## src/common/vector_unit_pkg.sv

```systemverilog
// shared constants and carriers for the vector address unit
package vector_unit_pkg;
  localparam int unsigned ADDR_W = 20;
  localparam int unsigned APB_AW = 12;
  localparam int unsigned PIN_COUNT = 6;
  localparam int unsigned HW_COUNT = 32;
  localparam int unsigned LEVEL_W = 3;
  localparam int unsigned ENTRY_BYTES = 4;
  localparam int unsigned VAR_TABLE_BYTES = 256;
  // ------------------------------------------------------------
  // fixed vector table
  // ------------------------------------------------------------
  localparam logic [19:0] FIXED_TABLE_LO = 20'hfffdc;
  localparam logic [19:0] FIXED_TABLE_HI = 20'hfffff;
  localparam logic [19:0] VEC_UNDEFINED = 20'hfffdc;
  localparam logic [19:0] VEC_OVERFLOW = 20'hfffe0;
  localparam logic [19:0] VEC_BREAK = 20'hfffe4;
  localparam logic [19:0] VEC_ADDR_MATCH = 20'hfffe8;
  localparam logic [19:0] VEC_SINGLE_STEP = 20'hfffec;
  localparam logic [19:0] VEC_WATCHDOG = 20'hffff0;
  localparam logic [19:0] VEC_DEBUGGER = 20'hffff4;
  localparam logic [19:0] VEC_NMI = 20'hffff8;
  localparam logic [19:0] VEC_RESET = 20'hffffc;
  localparam logic [7:0] BREAK_REDIRECT_BYTE = 8'hff;
  // ------------------------------------------------------------
  // special sources, lowest index wins
  // ------------------------------------------------------------
  localparam int SP_RESET = 0;
  localparam int SP_NMI = 1;
  localparam int SP_DEBUGGER = 2;
  localparam int SP_WATCHDOG = 3;
  localparam int SP_STEP = 4;
  localparam int SP_MATCH = 5;
  localparam int SP_UNDEF = 6;
  localparam int SP_OVERFLOW = 7;
  localparam int SP_BREAK = 8;
  localparam int SP_SOFT = 9;
  localparam int SP_COUNT = 10;
  localparam logic [9:0] SPECIAL_RESET = 10'h001;
  // ------------------------------------------------------------
  // register map
  // ------------------------------------------------------------
  localparam logic [11:0] OFF_BASE = 12'h000;
  localparam logic [11:0] OFF_CONFIG = 12'h004;
  localparam logic [11:0] OFF_PIN_CONFIG = 12'h008;
  localparam logic [11:0] OFF_PENDING = 12'h00c;
  localparam logic [11:0] OFF_LEVEL0 = 12'h010;
  localparam logic [11:0] OFF_STATUS = 12'h020;
  localparam logic [11:0] OFF_LAST_HANDLER = 12'h024;
  localparam int LEVEL_REGS = 4;
  localparam int CFG_MATCH_EN_BIT = 0;
  localparam int CFG_TWO_WIRE_BIT = 1;
  localparam int CFG_CAUSE8_BIT = 6;
  localparam int CFG_CAUSE9_BIT = 7;
  localparam int PINCFG_RISE_LSB = 0;
  localparam int PINCFG_BOTH_LSB = 8;
  localparam logic [19:0] BASE_RESET = 20'h00000;
  localparam logic [7:0] CONFIG_RESET = 8'h00;
  localparam logic [5:0] PINCFG_RESET = 6'h00;

  typedef struct packed {
    logic [5:0] timer_b;
    logic [4:0] timer_a;
    logic [2:0] uart_tx;
    logic [2:0] uart_rx;
    logic [1:0] sync_serial;
    logic two_wire_nack;
    logic two_wire_ack;
    logic bus_collision;
    logic [1:0] dma;
    logic key_input;
    logic adc_done;
  } periph_events_t;

  typedef struct packed {
    logic undefined_opcode_trap;
    logic overflow_trap;
    logic overflow_flag;
    logic break_opcode;
    logic soft_int_req;
    logic [5:0] soft_int_num;
    logic single_step;
    logic debugger_break;
    logic watchdog;
    logic address_match;
  } core_traps_t;
endpackage

```

## src/hw/level_arbiter.sv

```systemverilog
// picks the eligible maskable request of highest level
`timescale 1ns/1ps
module level_arbiter
  import vector_unit_pkg::*;
#(
  parameter int unsigned NUM = 32
) (
  input wire logic [NUM-1:0] pend,
  input wire logic [NUM*LEVEL_W-1:0] levels,
  input wire logic [LEVEL_W-1:0] threshold,
  input wire logic enable,
  output logic valid,
  output logic [4:0] number
);
  logic [LEVEL_W-1:0] best;
  logic found;

  always_comb begin
    best = threshold;
    found = 1'b0;
    number = 5'h00;
    // strict compare keeps the lowest number on a tie
    for (int i = 0; i < NUM; i++) begin
      if (pend[i] && (levels[i*LEVEL_W +: LEVEL_W] > best)) begin
        best = levels[i*LEVEL_W +: LEVEL_W];
        found = 1'b1;
        number = 5'(i);
      end
    end
    valid = found && enable;
  end
endmodule

```

## src/hw/pin_edge_detect.sv

```systemverilog
// synchronised edge detector for one external request pin
`timescale 1ns/1ps
module pin_edge_detect
  import vector_unit_pkg::*;
#(
  parameter logic IDLE_LEVEL = 1'b1
) (
  input wire logic pclk,
  input wire logic presetn,
  input wire logic pin,
  input wire logic rise_sel,
  input wire logic both_sel,
  output logic edge_pulse
);
  logic s1;
  logic s2;
  logic s3;
  logic stable;
  logic change;

  // s1 feeds only s2
  always_ff @(posedge pclk or negedge presetn) begin
    if (!presetn) begin
      s1 <= IDLE_LEVEL;
      s2 <= IDLE_LEVEL;
      s3 <= IDLE_LEVEL;
    end else begin
      s1 <= pin;
      s2 <= s1;
      s3 <= s2;
    end
  end

  assign change = (s2 == s3) && (s3 != stable);

  always_ff @(posedge pclk or negedge presetn) begin
    if (!presetn) begin
      stable <= IDLE_LEVEL;
      edge_pulse <= 1'b0;
    end else begin
      if (change) begin
        stable <= s3;
      end
      // clear polarity picks falling, set picks rising
      edge_pulse <= change && (both_sel || (rise_sel == s3));
    end
  end
endmodule

```

## src/hw/vector_address_unit.sv

```systemverilog
// interrupt vector address unit with apb registers and vector fetch
//
// The implementer's own choices: the register offsets and register access over APB.
`timescale 1ns/1ps
// Function
// - fixed table spans fffdc to fffff, four bytes per handler entry
// - undefined trap uses fffdc; overflow trap with flag set uses fffe0
// - break uses fffe4; byte ff there redirects to variable entry zero
// - address match uses fffe8, gated by its own enable bit
// - single step and debugger break vectors reserved for debug tools
// - watchdog ffff0, nmi pin ffff8, reset ffffc
// - variable table is 256 bytes from the base register
// - variable entry address is base plus four times the number
// - number zero is break, never masked by global enable
// - numbers 4 to 7: pin 3, timer b5, b4, b3
// - numbers 8 and 9 pick serial or pin source by cause bits
// - numbers 10 to 14: collision, dma0, dma1, key, adc
// - numbers 15, 16: uart2 tx, rx, or nack, ack in two-wire mode
// - numbers 17 to 20: uart0 tx, rx, uart1 tx, rx
// - numbers 21 to 25: timer a0 to a4
// - numbers 26 to 28: timer b0 to b2
// - numbers 29 to 31: pins 0 to 2
// - numbers 32 to 63 software only, ignore global enable
// - pins trigger on rising, falling or both edges as configured
// - on acceptance branch to the handler read from the entry
// - polarity clear selects falling, set selects rising
// - maskable accepted only with enable, request, level above threshold
module vector_address_unit
  import vector_unit_pkg::*;
(
  input wire logic pclk,
  input wire logic presetn,
  input wire logic [APB_AW-1:0] paddr,
  input wire logic psel,
  input wire logic penable,
  input wire logic pwrite,
  input wire logic [31:0] pwdata,
  input wire logic [3:0] pstrb,
  output logic [31:0] prdata,
  output logic pready,
  output logic pslverr,
  input wire periph_events_t periph_events,
  input wire core_traps_t core_traps,
  input wire logic [PIN_COUNT-1:0] external_request_pin,
  input wire logic nmi_pin_n,
  input wire logic irq_enable_flag,
  input wire logic [LEVEL_W-1:0] cpu_priority_threshold,
  output logic mem_req,
  output logic [ADDR_W-1:0] mem_addr,
  input wire logic [7:0] mem_rdata,
  input wire logic mem_ack,
  output logic vector_busy,
  output logic handler_valid,
  output logic [ADDR_W-1:0] handler_addr,
  output logic [ADDR_W-1:0] vector_addr,
  output logic [5:0] accepted_number,
  output logic accepted_fixed
);
  typedef enum logic [0:0] {ST_IDLE, ST_FETCH} state_t;

  state_t state;
  logic [ADDR_W-1:0] vector_table_base;
  logic [7:0] cfg;
  logic [PIN_COUNT-1:0] pin_rise;
  logic [PIN_COUNT-1:0] pin_both;
  logic [HW_COUNT*LEVEL_W-1:0] levels;
  logic [HW_COUNT-1:0] pend;
  logic [SP_COUNT-1:0] special_pend;
  logic [5:0] soft_num;
  logic [PIN_COUNT-1:0] pin_edge;
  logic nmi_edge;
  logic [HW_COUNT-1:0] hw_set;
  logic mask_valid;
  logic [4:0] mask_number;
  logic [1:0] byte_idx;
  logic break_check;
  logic [15:0] low_bytes;
  logic [31:0] read_word;
  logic apb_setup;
  logic wr_fire;
  logic [31:0] sw_clear;
  logic accept;
  logic sel_valid;
  logic sel_special;
  logic [3:0] sel_idx;
  logic [5:0] sel_number;
  logic [ADDR_W-1:0] sel_addr;
  logic [SP_COUNT-1:0] special_set;
  logic [SP_COUNT-1:0] special_clr;
  logic [HW_COUNT-1:0] pend_clr;

  // ------------------------------------------------------------
  // helpers
  // ------------------------------------------------------------
  function automatic logic reg_hit(input logic [APB_AW-1:0] a);
    logic hit;
    hit = (a == OFF_BASE) || (a == OFF_CONFIG) || (a == OFF_PIN_CONFIG);
    hit = hit || (a == OFF_PENDING) || (a == OFF_STATUS);
    hit = hit || (a == OFF_LAST_HANDLER);
    hit = hit || ((a[11:4] == OFF_LEVEL0[11:4]) && (a[1:0] == 2'b00));
    return hit;
  endfunction

  function automatic logic [31:0] merge(input logic [31:0] old,
                                        input logic [31:0] wd,
                                        input logic [3:0] strb);
    logic [31:0] m;
    m = old;
    for (int b = 0; b < 4; b++) begin
      if (strb[b]) begin
        m[b*8 +: 8] = wd[b*8 +: 8];
      end
    end
    return m;
  endfunction

  function automatic logic [ADDR_W-1:0] var_entry(input logic [ADDR_W-1:0] base,
                                                  input logic [5:0] num);
    // wraps within the 20-bit space
    return ADDR_W'(base + ADDR_W'(num) * ADDR_W'(ENTRY_BYTES));
  endfunction

  function automatic logic [ADDR_W-1:0] fixed_vector(input logic [3:0] idx);
    logic [ADDR_W-1:0] v;
    unique case (idx)
      4'(SP_RESET): v = VEC_RESET;
      4'(SP_NMI): v = VEC_NMI;
      4'(SP_DEBUGGER): v = VEC_DEBUGGER;
      4'(SP_WATCHDOG): v = VEC_WATCHDOG;
      4'(SP_STEP): v = VEC_SINGLE_STEP;
      4'(SP_MATCH): v = VEC_ADDR_MATCH;
      4'(SP_UNDEF): v = VEC_UNDEFINED;
      4'(SP_OVERFLOW): v = VEC_OVERFLOW;
      4'(SP_BREAK): v = VEC_BREAK;
      default: v = FIXED_TABLE_LO;
    endcase
    return v;
  endfunction

  function automatic logic [31:0] map_sources(input periph_events_t ev,
                                              input logic [PIN_COUNT-1:0] pe,
                                              input logic [7:0] c);
    logic [31:0] m;
    m = '0;
    m[4] = pe[3];
    m[5] = ev.timer_b[5];
    m[6] = ev.timer_b[4];
    m[7] = ev.timer_b[3];
    m[8] = c[CFG_CAUSE8_BIT] ? pe[5] : ev.sync_serial[1];
    m[9] = c[CFG_CAUSE9_BIT] ? pe[4] : ev.sync_serial[0];
    m[10] = ev.bus_collision;
    m[11] = ev.dma[0];
    m[12] = ev.dma[1];
    m[13] = ev.key_input;
    m[14] = ev.adc_done;
    m[15] = c[CFG_TWO_WIRE_BIT] ? ev.two_wire_nack : ev.uart_tx[2];
    m[16] = c[CFG_TWO_WIRE_BIT] ? ev.two_wire_ack : ev.uart_rx[2];
    m[17] = ev.uart_tx[0];
    m[18] = ev.uart_rx[0];
    m[19] = ev.uart_tx[1];
    m[20] = ev.uart_rx[1];
    for (int i = 0; i < 5; i++) begin
      m[21+i] = ev.timer_a[i];
    end
    for (int i = 0; i < 3; i++) begin
      m[26+i] = ev.timer_b[i];
      m[29+i] = pe[i];
    end
    return m;
  endfunction

  // ------------------------------------------------------------
  // request pins
  // ------------------------------------------------------------
  for (genvar g = 0; g < PIN_COUNT; g++) begin : g_pin
    pin_edge_detect #(.IDLE_LEVEL(1'b1)) u_edge (
      .pclk(pclk),
      .presetn(presetn),
      .pin(external_request_pin[g]),
      .rise_sel(pin_rise[g]),
      .both_sel(pin_both[g]),
      .edge_pulse(pin_edge[g])
    );
  end

  // nmi acts on the pin going low
  pin_edge_detect #(.IDLE_LEVEL(1'b1)) u_nmi_edge (
    .pclk(pclk),
    .presetn(presetn),
    .pin(nmi_pin_n),
    .rise_sel(1'b0),
    .both_sel(1'b0),
    .edge_pulse(nmi_edge)
  );

  level_arbiter #(.NUM(HW_COUNT)) u_arbiter (
    .pend(pend),
    .levels(levels),
    .threshold(cpu_priority_threshold),
    .enable(irq_enable_flag),
    .valid(mask_valid),
    .number(mask_number)
  );

  assign hw_set = map_sources(periph_events, pin_edge, cfg);

  // ------------------------------------------------------------
  // apb slave, zero wait states
  // ------------------------------------------------------------
  assign apb_setup = psel && !penable;
  assign wr_fire = psel && penable && pwrite && reg_hit(paddr);
  assign pready = 1'b1;
  assign pslverr = psel && penable && !reg_hit(paddr);

  always_comb begin
    read_word = 32'h0;
    if (paddr == OFF_BASE) begin
      read_word[ADDR_W-1:0] = vector_table_base;
    end else if (paddr == OFF_CONFIG) begin
      read_word[7:0] = cfg;
    end else if (paddr == OFF_PIN_CONFIG) begin
      read_word[PINCFG_RISE_LSB +: PIN_COUNT] = pin_rise;
      read_word[PINCFG_BOTH_LSB +: PIN_COUNT] = pin_both;
    end else if (paddr == OFF_PENDING) begin
      read_word = pend;
    end else if (paddr == OFF_STATUS) begin
      read_word[0] = vector_busy;
      read_word[13:8] = accepted_number;
      read_word[16] = accepted_fixed;
      read_word[31:22] = special_pend;
    end else if (paddr == OFF_LAST_HANDLER) begin
      read_word[ADDR_W-1:0] = handler_addr;
    end else if (reg_hit(paddr)) begin
      for (int k = 0; k < 8; k++) begin
        read_word[k*4 +: LEVEL_W] = levels[(paddr[3:2]*8+k)*LEVEL_W +: LEVEL_W];
      end
    end
  end

  always_ff @(posedge pclk or negedge presetn) begin
    if (!presetn) begin
      prdata <= 32'h0;
    end else if (apb_setup) begin
      prdata <= pwrite ? 32'h0 : read_word;
    end
  end

  always_ff @(posedge pclk or negedge presetn) begin
    if (!presetn) begin
      vector_table_base <= BASE_RESET;
      cfg <= CONFIG_RESET;
      pin_rise <= PINCFG_RESET;
      pin_both <= PINCFG_RESET;
    end else if (wr_fire) begin
      if (paddr == OFF_BASE) begin
        vector_table_base <= ADDR_W'(merge(32'(vector_table_base), pwdata, pstrb));
      end else if (paddr == OFF_CONFIG) begin
        cfg <= 8'(merge(32'(cfg), pwdata, pstrb));
      end else if ((paddr == OFF_PIN_CONFIG) && pstrb[0]) begin
        pin_rise <= pwdata[PINCFG_RISE_LSB +: PIN_COUNT];
      end
      if ((paddr == OFF_PIN_CONFIG) && pstrb[1]) begin
        pin_both <= pwdata[PINCFG_BOTH_LSB +: PIN_COUNT];
      end
    end
  end

  // priority levels, one nibble per source
  always_ff @(posedge pclk or negedge presetn) begin
    if (!presetn) begin
      levels <= '0;
    end else if (wr_fire && (paddr[11:4] == OFF_LEVEL0[11:4])) begin
      for (int k = 0; k < 8; k++) begin
        if (pstrb[k/2]) begin
          levels[(paddr[3:2]*8+k)*LEVEL_W +: LEVEL_W] <= pwdata[k*4 +: LEVEL_W];
        end
      end
    end
  end

  // ------------------------------------------------------------
  // pending requests, set beats clear
  // ------------------------------------------------------------
  always_comb begin
    sw_clear = 32'h0;
    if (wr_fire && (paddr == OFF_PENDING)) begin
      for (int b = 0; b < 4; b++) begin
        if (pstrb[b]) begin
          sw_clear[b*8 +: 8] = ~pwdata[b*8 +: 8];
        end
      end
    end
  end

  always_ff @(posedge pclk or negedge presetn) begin
    if (!presetn) begin
      pend <= '0;
    end else begin
      pend <= (pend & ~sw_clear & ~pend_clr) | hw_set;
    end
  end

  // debug sources come only from the core_traps inputs
  always_comb begin
    special_set = '0;
    special_set[SP_NMI] = nmi_edge;
    special_set[SP_DEBUGGER] = core_traps.debugger_break;
    special_set[SP_WATCHDOG] = core_traps.watchdog;
    special_set[SP_STEP] = core_traps.single_step;
    special_set[SP_MATCH] = core_traps.address_match && cfg[CFG_MATCH_EN_BIT];
    special_set[SP_UNDEF] = core_traps.undefined_opcode_trap;
    special_set[SP_OVERFLOW] = core_traps.overflow_trap && core_traps.overflow_flag;
    special_set[SP_BREAK] = core_traps.break_opcode;
    special_set[SP_SOFT] = core_traps.soft_int_req;
  end

  always_ff @(posedge pclk or negedge presetn) begin
    if (!presetn) begin
      special_pend <= SPECIAL_RESET;
      soft_num <= 6'h00;
    end else begin
      special_pend <= (special_pend & ~special_clr) | special_set;
      // a second software request while one is pending is lost; soft_num keeps the first number
      if (special_set[SP_SOFT] && (!special_pend[SP_SOFT] || special_clr[SP_SOFT])) begin
        soft_num <= core_traps.soft_int_num;
      end
    end
  end

  // ------------------------------------------------------------
  // selection: specials by index, then maskable by level
  // ------------------------------------------------------------
  always_comb begin
    sel_valid = 1'b0;
    sel_special = 1'b0;
    sel_idx = 4'h0;
    for (int i = SP_COUNT - 1; i >= 0; i--) begin
      if (special_pend[i]) begin
        sel_valid = 1'b1;
        sel_special = 1'b1;
        sel_idx = 4'(i);
      end
    end
    if (!sel_valid && mask_valid) begin
      sel_valid = 1'b1;
    end
    // software numbers bypass the global enable
    sel_number = sel_special ? soft_num : {1'b0, mask_number};
    if (sel_special && (sel_idx != 4'(SP_SOFT))) begin
      sel_addr = fixed_vector(sel_idx);
    end else begin
      sel_addr = var_entry(vector_table_base, sel_number);
    end
  end

  assign accept = (state == ST_IDLE) && sel_valid;

  always_comb begin
    special_clr = '0;
    pend_clr = '0;
    if (accept && sel_special) begin
      special_clr[sel_idx] = 1'b1;
    end else if (accept) begin
      pend_clr[mask_number] = 1'b1;
    end
  end

  // ------------------------------------------------------------
  // vector fetch
  // ------------------------------------------------------------
  assign mem_req = (state == ST_FETCH);
  assign vector_busy = (state == ST_FETCH);

  always_ff @(posedge pclk or negedge presetn) begin
    if (!presetn) begin
      state <= ST_IDLE;
      mem_addr <= VEC_RESET;
      vector_addr <= VEC_RESET;
      byte_idx <= 2'd0;
      break_check <= 1'b0;
      low_bytes <= 16'h0;
      accepted_number <= 6'h00;
      accepted_fixed <= 1'b0;
    end else begin
      unique case (state)
        ST_IDLE: begin
          if (accept) begin
            state <= ST_FETCH;
            mem_addr <= sel_addr;
            vector_addr <= sel_addr;
            byte_idx <= 2'd0;
            break_check <= sel_special && (sel_idx == 4'(SP_BREAK));
            accepted_fixed <= sel_special && (sel_idx != 4'(SP_SOFT));
            accepted_number <= sel_number;
          end
        end
        ST_FETCH: begin
          if (mem_ack && break_check && (mem_rdata == BREAK_REDIRECT_BYTE)) begin
            mem_addr <= var_entry(vector_table_base, 6'h00);
            vector_addr <= var_entry(vector_table_base, 6'h00);
            break_check <= 1'b0;
            accepted_fixed <= 1'b0;
          end else if (mem_ack) begin
            // bytes arrive lowest address first; top byte never read
            break_check <= 1'b0;
            if (byte_idx == 2'd0) begin
              low_bytes[7:0] <= mem_rdata;
            end else if (byte_idx == 2'd1) begin
              low_bytes[15:8] <= mem_rdata;
            end
            if (byte_idx == 2'd2) begin
              state <= ST_IDLE;
            end
            byte_idx <= byte_idx + 2'd1;
            mem_addr <= ADDR_W'(mem_addr + ADDR_W'(1));
          end
        end
      endcase
    end
  end

  always_ff @(posedge pclk or negedge presetn) begin
    if (!presetn) begin
      handler_valid <= 1'b0;
      handler_addr <= '0;
    end else begin
      handler_valid <= 1'b0;
      if ((state == ST_FETCH) && mem_ack && (byte_idx == 2'd2) && !break_check) begin
        handler_valid <= 1'b1;
        handler_addr <= {mem_rdata[3:0], low_bytes};
      end
    end
  end
endmodule

```

## config.mk

```make
export PLATFORM = sky130hd
export DESIGN_NAME = vector_address_unit
export DESIGN_NICKNAME = d
export VERILOG_FILES = /design/src/common/vector_unit_pkg.sv /design/src/hw/level_arbiter.sv /design/src/hw/pin_edge_detect.sv /design/src/hw/vector_address_unit.sv
export SDC_FILE = /design/constraint.sdc
export NUM_CORES = 1
export LEC_CHECK = 0
export BUFFER_PORTS_ARGS = -buffer_cell sky130_fd_sc_hd__clkbuf_2
export CORE_MARGIN = 10
export CORE_UTILIZATION = 40
export CTS_BUF_LIST = sky130_fd_sc_hd__clkbuf_8
export CTS_CLUSTER_DIAMETER = 30
export DETAILED_ROUTE_END_ITERATION = 16
export PLACE_DENSITY = 0.59
export SETUP_SLACK_MARGIN = 0.15
export SLEW_MARGIN = 5
export SYNTH_ARGS = -nofsm -noshare
export SYNTH_HDL_FRONTEND = slang
export SYNTH_SLANG_ARGS = --single-unit
```

## constraint.sdc

```tcl
create_clock -name pclk -period 61.3 [get_ports pclk]
set_input_delay 12.26 -clock pclk [delete_from_list [all_inputs] [get_ports pclk]]
set_output_delay 12.26 -clock pclk [all_outputs]
set_load 0.005 [all_outputs]
```

==> flow_metrics.tcl, run 1 <==
set metrics [dict create \
    hold_ws_ps 353 \
    gp_congestion 0.978 \
    drt_iter0_drc 2499 \
    switchingPower_uw 370 \
    fin_util_pct 47.6 \
    die_y_um 252 \
    cts.clk_slew.worst_paths_ps 60 \
    initial_core_util_pct 40.7 \
    synth.distinct_cells 106 \
    p_leak_nw 11.0 \
    worst_path_largest_cell_delay_ps 650 \
    skew_ps 45.8 \
    path_class "primary input to flip-flop" \
    tns_ps 0 \
    placementRows 84 \
    drtPass1Iterations 6 \
    num_vias 21211 \
    synth_commonest_cells "nand2_1, dfrtp_1, o21ai_0" \
    wl_mm 90.9 \
    avgSynthCellArea_um2 8.71 \
    synth_top_area_share_pct 31.9 \
    cts_sinks 339 \
    ys_ff_latch 339 \
    yosysTopAreaCell "dfrtp_1" \
    viasPerCell 6.16 \
    ys_warn_count 0 \
    layout-drive-gt1-share_pct 21.6 \
    ys_seq_area_share_pct 39.8 \
    globalRouteTotalUtil_pct 27.8 \
    nets 2857 \
    synth_mux_area_share_pct 6.62 \
    max_freq_ghz 0.0173 \
    clock_latency_ps 680 \
    dieArea_mm2 0.0635 \
    finalCritPeriodShare_pct 94.0 \
    dp_hpwl_mm 70.8 \
    portBuffers 216 \
    finalHoldViolCount 0 \
    htree_levels 3 \
    yosys.area_share.adder_pct 4.38 \
    cp_top_family "compound AO/OA/AOI/OAI gates" \
    netlist_area_mm2 0.0215 \
    crit_buf_inv 6 \
    critPathMostFrequentCell "nor2_1" \
    synth.most_common_cell "nand2_1" \
    intPower_uw 562 \
    synthSimpleGateAreaFrac_pct 20.9 \
    grt_max_degree 152 \
    setup_violations 0 \
    cts_max_path_buffers 3 \
    ios 218 \
    synth_top_family_by_area "compound AO/OA/AOI/OAI gates" \
    synth-xor-area-share_pct 1.42 \
    drcViolationCount 0 \
    grt_pass1_wl_mm 133 \
    slowest_stage "or4_1" \
    post_drt_wl_per_cell_um 26.4 \
    numCtsBuffers 83 \
    clockPowerShare_pct 30.9 \
    combPwrFrac_pct 37.5 \
    seqPwrFrac_pct 31.6 \
    hold_class "flip-flop to flip-flop" \
    hold_buffers 0 \
    synthCells 2470 \
    synthFlopType "dfrtp_1" \
    grt_pass1_vias 20275 \
    rsz0062_at_grt "false" \
    switching_share_pct 39.7 \
    cp.required_ps 61910 \
    synth_compound_area_share_pct 23.4 \
    ir_drop_v 0.0000479 \
    die_x_um 252 \
    cp-start-kind "primary input" \
    root_buffer "clkbuf_8" \
    antenna_left 0 \
    cts_tree "built" \
    outcome "finished, final reports clean" \
    fin_crit_ps 57640 \
    drv_slew 0 \
    synth_fp_nets 2642 \
    worstPathArrival_ps 58250 \
    p_per_area_mw_per_mm2 37.1 \
    end_kind "flip-flop" \
    syn_to_final_growth_pct 16.9 \
    tightest_slew_ps 1150 \
    async_reset_ff_share_pct 100 \
    coreArea_mm2 0.0529 \
    r2r_slack_ps 15000 \
    cap_violations 0 \
    grt_overflow 0 \
    synth-edff-count 0 \
    path_max_fanout 6 \
    grt_antenna_before_repair 6 \
    relSlewSlack_pct 23.3 \
    ys_top_cells_by_area "dfrtp_1, dfstp_2, nand2_1" \
]
sequential cells by signal, indices dropped and copies added, names as in the netlist, 8 cells and up:
register	cells
cfg	8
mem_addr	20
levels	96
handler_addr	20
vector_addr	20
vector_table_base	20
pend	32
special_pend	10
prdata	32
low_bytes	16
power groups by stage:
stage | logic (mW) | registers (mW) | clock network [mW]
detailed placement | 0.332 | 0.297 | 0
CTS | 0.334 | 0.294 | 0.293
floorplan | 0.217 | 0.285 | 0
global route | 0.384 | 0.297 | 0.303
finish | 0.350 | 0.294 | 0.288
global placement | 0.330 | 0.296 | 0
per-stage QoR:
stage	power, mW	cells	setup WS, ps	instance area, µm²
after floorplan	0.502	2470	8470	21500
after global placement	0.625	3281	4020	23200
after detailed placement	0.629	3281	2470	23200
after CTS	0.920	3436	3030	25000
after global routing	0.985	3445	14.8	25200
final	0.932	3445	3660	25200
final cells by class:
class,instances,area [µm²]
diodes,2,5.00
clock buffers,94,1290
clock inverters,61,502
fillers,5168,27700
inverters,79,297
multi-input cells,1942,12300
flip-flops and latches,339,8570
well taps,688,861
repair buffers,240,1280
kinds of logic (layout without fill, tap and decap cells):
family	count (synthesis)	after routing
flip-flops	339	339
XOR/XNOR	35	35
adder cells (fa/ha/maj)	79	79
AO/OA/AOI/OAI	748	749
other	1	3
AND/OR/NAND/NOR	974	974
multiplexers	104	104
buffers and inverters	190	474
cell usage in the layout, fill, tap and decap left out, drive strengths merged, types with 19 or more instances in the layout:
cell and count:
o21bai 27, nor2 165, nand3 86, clkinv 22, nor2b 22, clkbuf 309, a211oi 31, and2 26
dfstp 65, xnor2 24, nor3 61, a22oi 36, o21a 20, nand2b 34, inv 105, nand2 449
mux4 24, maj3 21, a21o 32, a31oi 29, buf 25, mux2 66, o211ai 27, a22o 19
ha 57, and3 35, dfrtp 274, a21oi 129, o21ai 244
worst register-to-register path, delay by kind of cell (launching register included):
| family | cells | cell delay, ps |
|---|---|---|
| AOI/OAI and AO/OA | 92 | 18990 |
| xor gates and xnor gates | 1 | 140 |
| adders and majority gates | 42 | 12410 |
| buffers and inverters | 4 | 330 |
| DFF | 1 | 440 |
| muxes | 3 | 1100 |
| and+or+nand+nor | 82 | 12830 |
routing by layer:
| layer | track usage (%) | wire length (µm) | vias up |
|---|---|---|---|
| met3 | 5.87 | 8130 | 209 |
| met1 | 38.3 | 39400 | 10382 |
| met4 | 11.6 | 4040 | 4 |
| met5 | 0 | 21 | - |
| li1 | - | - | 9475 |
| met2 | 41.8 | 39300 | 1141 |
final timing paths:
path / to / start / cells past startpoint
max: vector_addr[19]$_DFFE_PN1P_ / cpu_priority_threshold[2] / 226
min: g_pin[4].u_edge.s2$_DFF_PN1_ / g_pin[4].u_edge.s1$_DFF_PN1_ / 0
max reg2reg: vector_addr[19]$_DFFE_PN1P_ / levels[2]$_DFFE_PN0P_ / 224
min reg2reg: g_pin[4].u_edge.s2$_DFF_PN1_ / g_pin[4].u_edge.s1$_DFF_PN1_ / 0
max in group asynchronous: levels[55]$_DFFE_PN0P_ / presetn / 2
min in group asynchronous: mem_addr[1]$_DFFE_PN0P_ / presetn / 1
what timing repair did:
item | CTS | global route
setup endpoints to repair | 0 | 45
setup buffers | 0 | 6
resized for setup | 0 | 19
No activity file was read; power rests on OpenSTA's default activity.
==> inputs of run 2 (changes only) <==
--- a/config.mk
+++ b/config.mk
@@ -7,11 +7,11 @@
 export LEC_CHECK = 0
 export BUFFER_PORTS_ARGS = -buffer_cell sky130_fd_sc_hd__clkbuf_2
 export CORE_MARGIN = 10
-export CORE_UTILIZATION = 40
+export CORE_UTILIZATION = 62
 export CTS_BUF_LIST = sky130_fd_sc_hd__clkbuf_8
 export CTS_CLUSTER_DIAMETER = 30
 export DETAILED_ROUTE_END_ITERATION = 16
-export PLACE_DENSITY = 0.59
+export PLACE_DENSITY = 0.84
 export SETUP_SLACK_MARGIN = 0.15
 export SLEW_MARGIN = 5
 export SYNTH_ARGS = -nofsm -noshare
==> constraint.sdc (replaced) <==
create_clock -name pclk -period 61.3 [get_ports pclk]
set_input_delay 12.26 -clock pclk [delete_from_list [all_inputs] [get_ports pclk]]
set_output_delay 12.26 -clock pclk [all_outputs]
set_load 0.01 [all_outputs]
==> flow_metrics.tcl, run 2 (synthesis results as in run 1) <==
set metrics [dict create \
    outcome "finished, final reports clean" \
    cap_violations 0 \
    seqPwrFrac_pct 30.8 \
    drt_iter0_drc 2740 \
    rsz0062_at_grt "false" \
    final_cell_mix "nand2_1, dfrtp_1, o21ai_0" \
    hold_buffers 0 \
    antenna_left 0 \
    die_x_um 206 \
    worst_path_largest_cell_delay_ps 660 \
    cp-start-kind "primary input" \
    fillers 2583 \
    clock_latency_ps 650 \
    grt_max_degree 113 \
    globalRouteTotalUtil_pct 39.6 \
    path_max_fanout 9 \
    grt_pass1_wl_mm 128 \
    ios 218 \
    grt_pass1_vias 21164 \
    dp_hpwl_mm 64.7 \
    combPwrFrac_pct 36.7 \
    switching_share_pct 39.0 \
    clockPowerShare_pct 32.5 \
    layout-drive-gt1-share_pct 21.1 \
    cts_max_path_buffers 3 \
    die_y_um 206 \
    fin_crit_ps 57420 \
    numCtsBuffers 75 \
    holdPathStages 0 \
    multi_input_area_mm2 0.0123 \
    p_per_area_mw_per_mm2 38.5 \
    relSlewSlack_pct 8.82 \
    dieArea_mm2 0.0426 \
    syn_to_final_growth_pct 15.5 \
    grt_antenna_before_repair 5 \
    cts_sinks 339 \
    finalHoldViolCount 0 \
    setup_violations 0 \
    post_drt_wl_per_cell_um 26.7 \
    num_vias 22035 \
    largest_reg_flops 96 \
    reg2reg_depth 224 \
    cts.clk_slew.worst_paths_ps 60 \
    worstPathArrival_ps 57990 \
    root_buffer "clkbuf_8" \
    drv_slew 0 \
    drtPass1Iterations 7 \
    p_leak_nw 10.9 \
    tns_ps 0 \
    largest_register "levels" \
    coreArea_mm2 0.0344 \
    reg_top3 "levels: 96 flops, pend: 32 flops, prdata: 32 flops" \
    path_class "primary input to flip-flop" \
    htree_levels 3 \
    intPower_uw 584 \
    drcViolationCount 0 \
    switchingPower_uw 373 \
    skew_ps 46.0 \
    critPathMostFrequentCell "nor2_1" \
    portBuffers 216 \
    initial_core_util_pct 62.6 \
    cp_top_family "compound AO/OA/AOI/OAI gates" \
    tightest_slew_ps 1360 \
    placementRows 68 \
    slowest_stage "or4_1" \
    grt_overflow 0 \
    regArea_mm2 0.00857 \
    ir_drop_v 0.0000430 \
    layout_commonest_cell "nand2_1" \
    crit_cells 226 \
    crit_buf_inv 6 \
    hold_class "flip-flop to flip-flop" \
    nets 2844 \
    wl_mm 85.4 \
    max_freq_ghz 0.0174 \
    gp_congestion 1.04 \
    finalCritPeriodShare_pct 93.7 \
    end_kind "flip-flop" \
    viasPerCell 6.90 \
    cp.required_ps 61870 \
    cts_tree "built" \
    fin_util_pct 72.3 \
]
[run 2: metrics by stage]
step                      power [mW]  setup slack [ps]  area [µm²]  hold WS (ps)  std cells
after floorplan                0.510              8470       21500           345       2470
after CTS                      0.941              3680       24800           357       3186
final                          0.957              3880       24900           354       3194
after global routing            1.00               188       24900           361       3190
after detailed placement       0.630              3160       22900           347       3047
after global placement         0.622              4630       22900           346       3047
[run 2: area by class of cell]
class	count	share of cell area [%]
multi-input combinational	1941	49.5
sequential	339	34.5
timing repair buffer	236	4.99
clock buffer	89	4.93
clock inverter	50	2.63
tap	455	2.29
inverter	79	1.19
antenna	5	0.0503
[run 2: power groups by stage]
stage	Clock, mW	Sequential [mW]	Combinational (mW)
2_1_floorplan	0	0.292	0.217
3_3_place_gp	0	0.294	0.327
3_5_place_dp	0	0.296	0.334
4_1_cts	0.311	0.293	0.338
5_1_grt	0.323	0.297	0.384
6_report	0.311	0.295	0.352
[run 2: repair_timing]
item | 4_1_cts | 5_1_grt
setup buffers | 0 | 3
setup endpoints to repair | 0 | 30
resized for setup | 0 | 10
[run 2: path summary, 6_finish.rpt]
| path | startpoint | to | slack [ps] |
|---|---|---|---|
| max | cpu_priority_threshold[2] | vector_addr[19]$_DFFE_PN1P_ | 3880 |
| min | g_pin[1].u_edge.s1$_DFF_PN1_ | g_pin[1].u_edge.s2$_DFF_PN1_ | 350 |
| min in group asynchronous | presetn | levels[4]$_DFFE_PN0P_ | 11710 |
| max in group asynchronous | presetn | u_nmi_edge.edge_pulse$_DFF_PN0_ | 47160 |
| max reg2reg | levels[2]$_DFFE_PN0P_ | vector_addr[19]$_DFFE_PN1P_ | 15250 |
| min reg2reg | g_pin[1].u_edge.s1$_DFF_PN1_ | g_pin[1].u_edge.s2$_DFF_PN1_ | 350 |
[run 2: routing by layer]
| layer | track usage [%] | vias up | part of all wire (%) |
|---|---|---|---|
| met5 | 0 | - | 0.033 |
| met2 | 58.0 | 1755 | 43 |
| li1 | - | 9451 | - |
| met1 | 51.2 | 10464 | 36 |
| met4 | 21.5 | 4 | 6.1 |
| met3 | 12.9 | 361 | 15 |
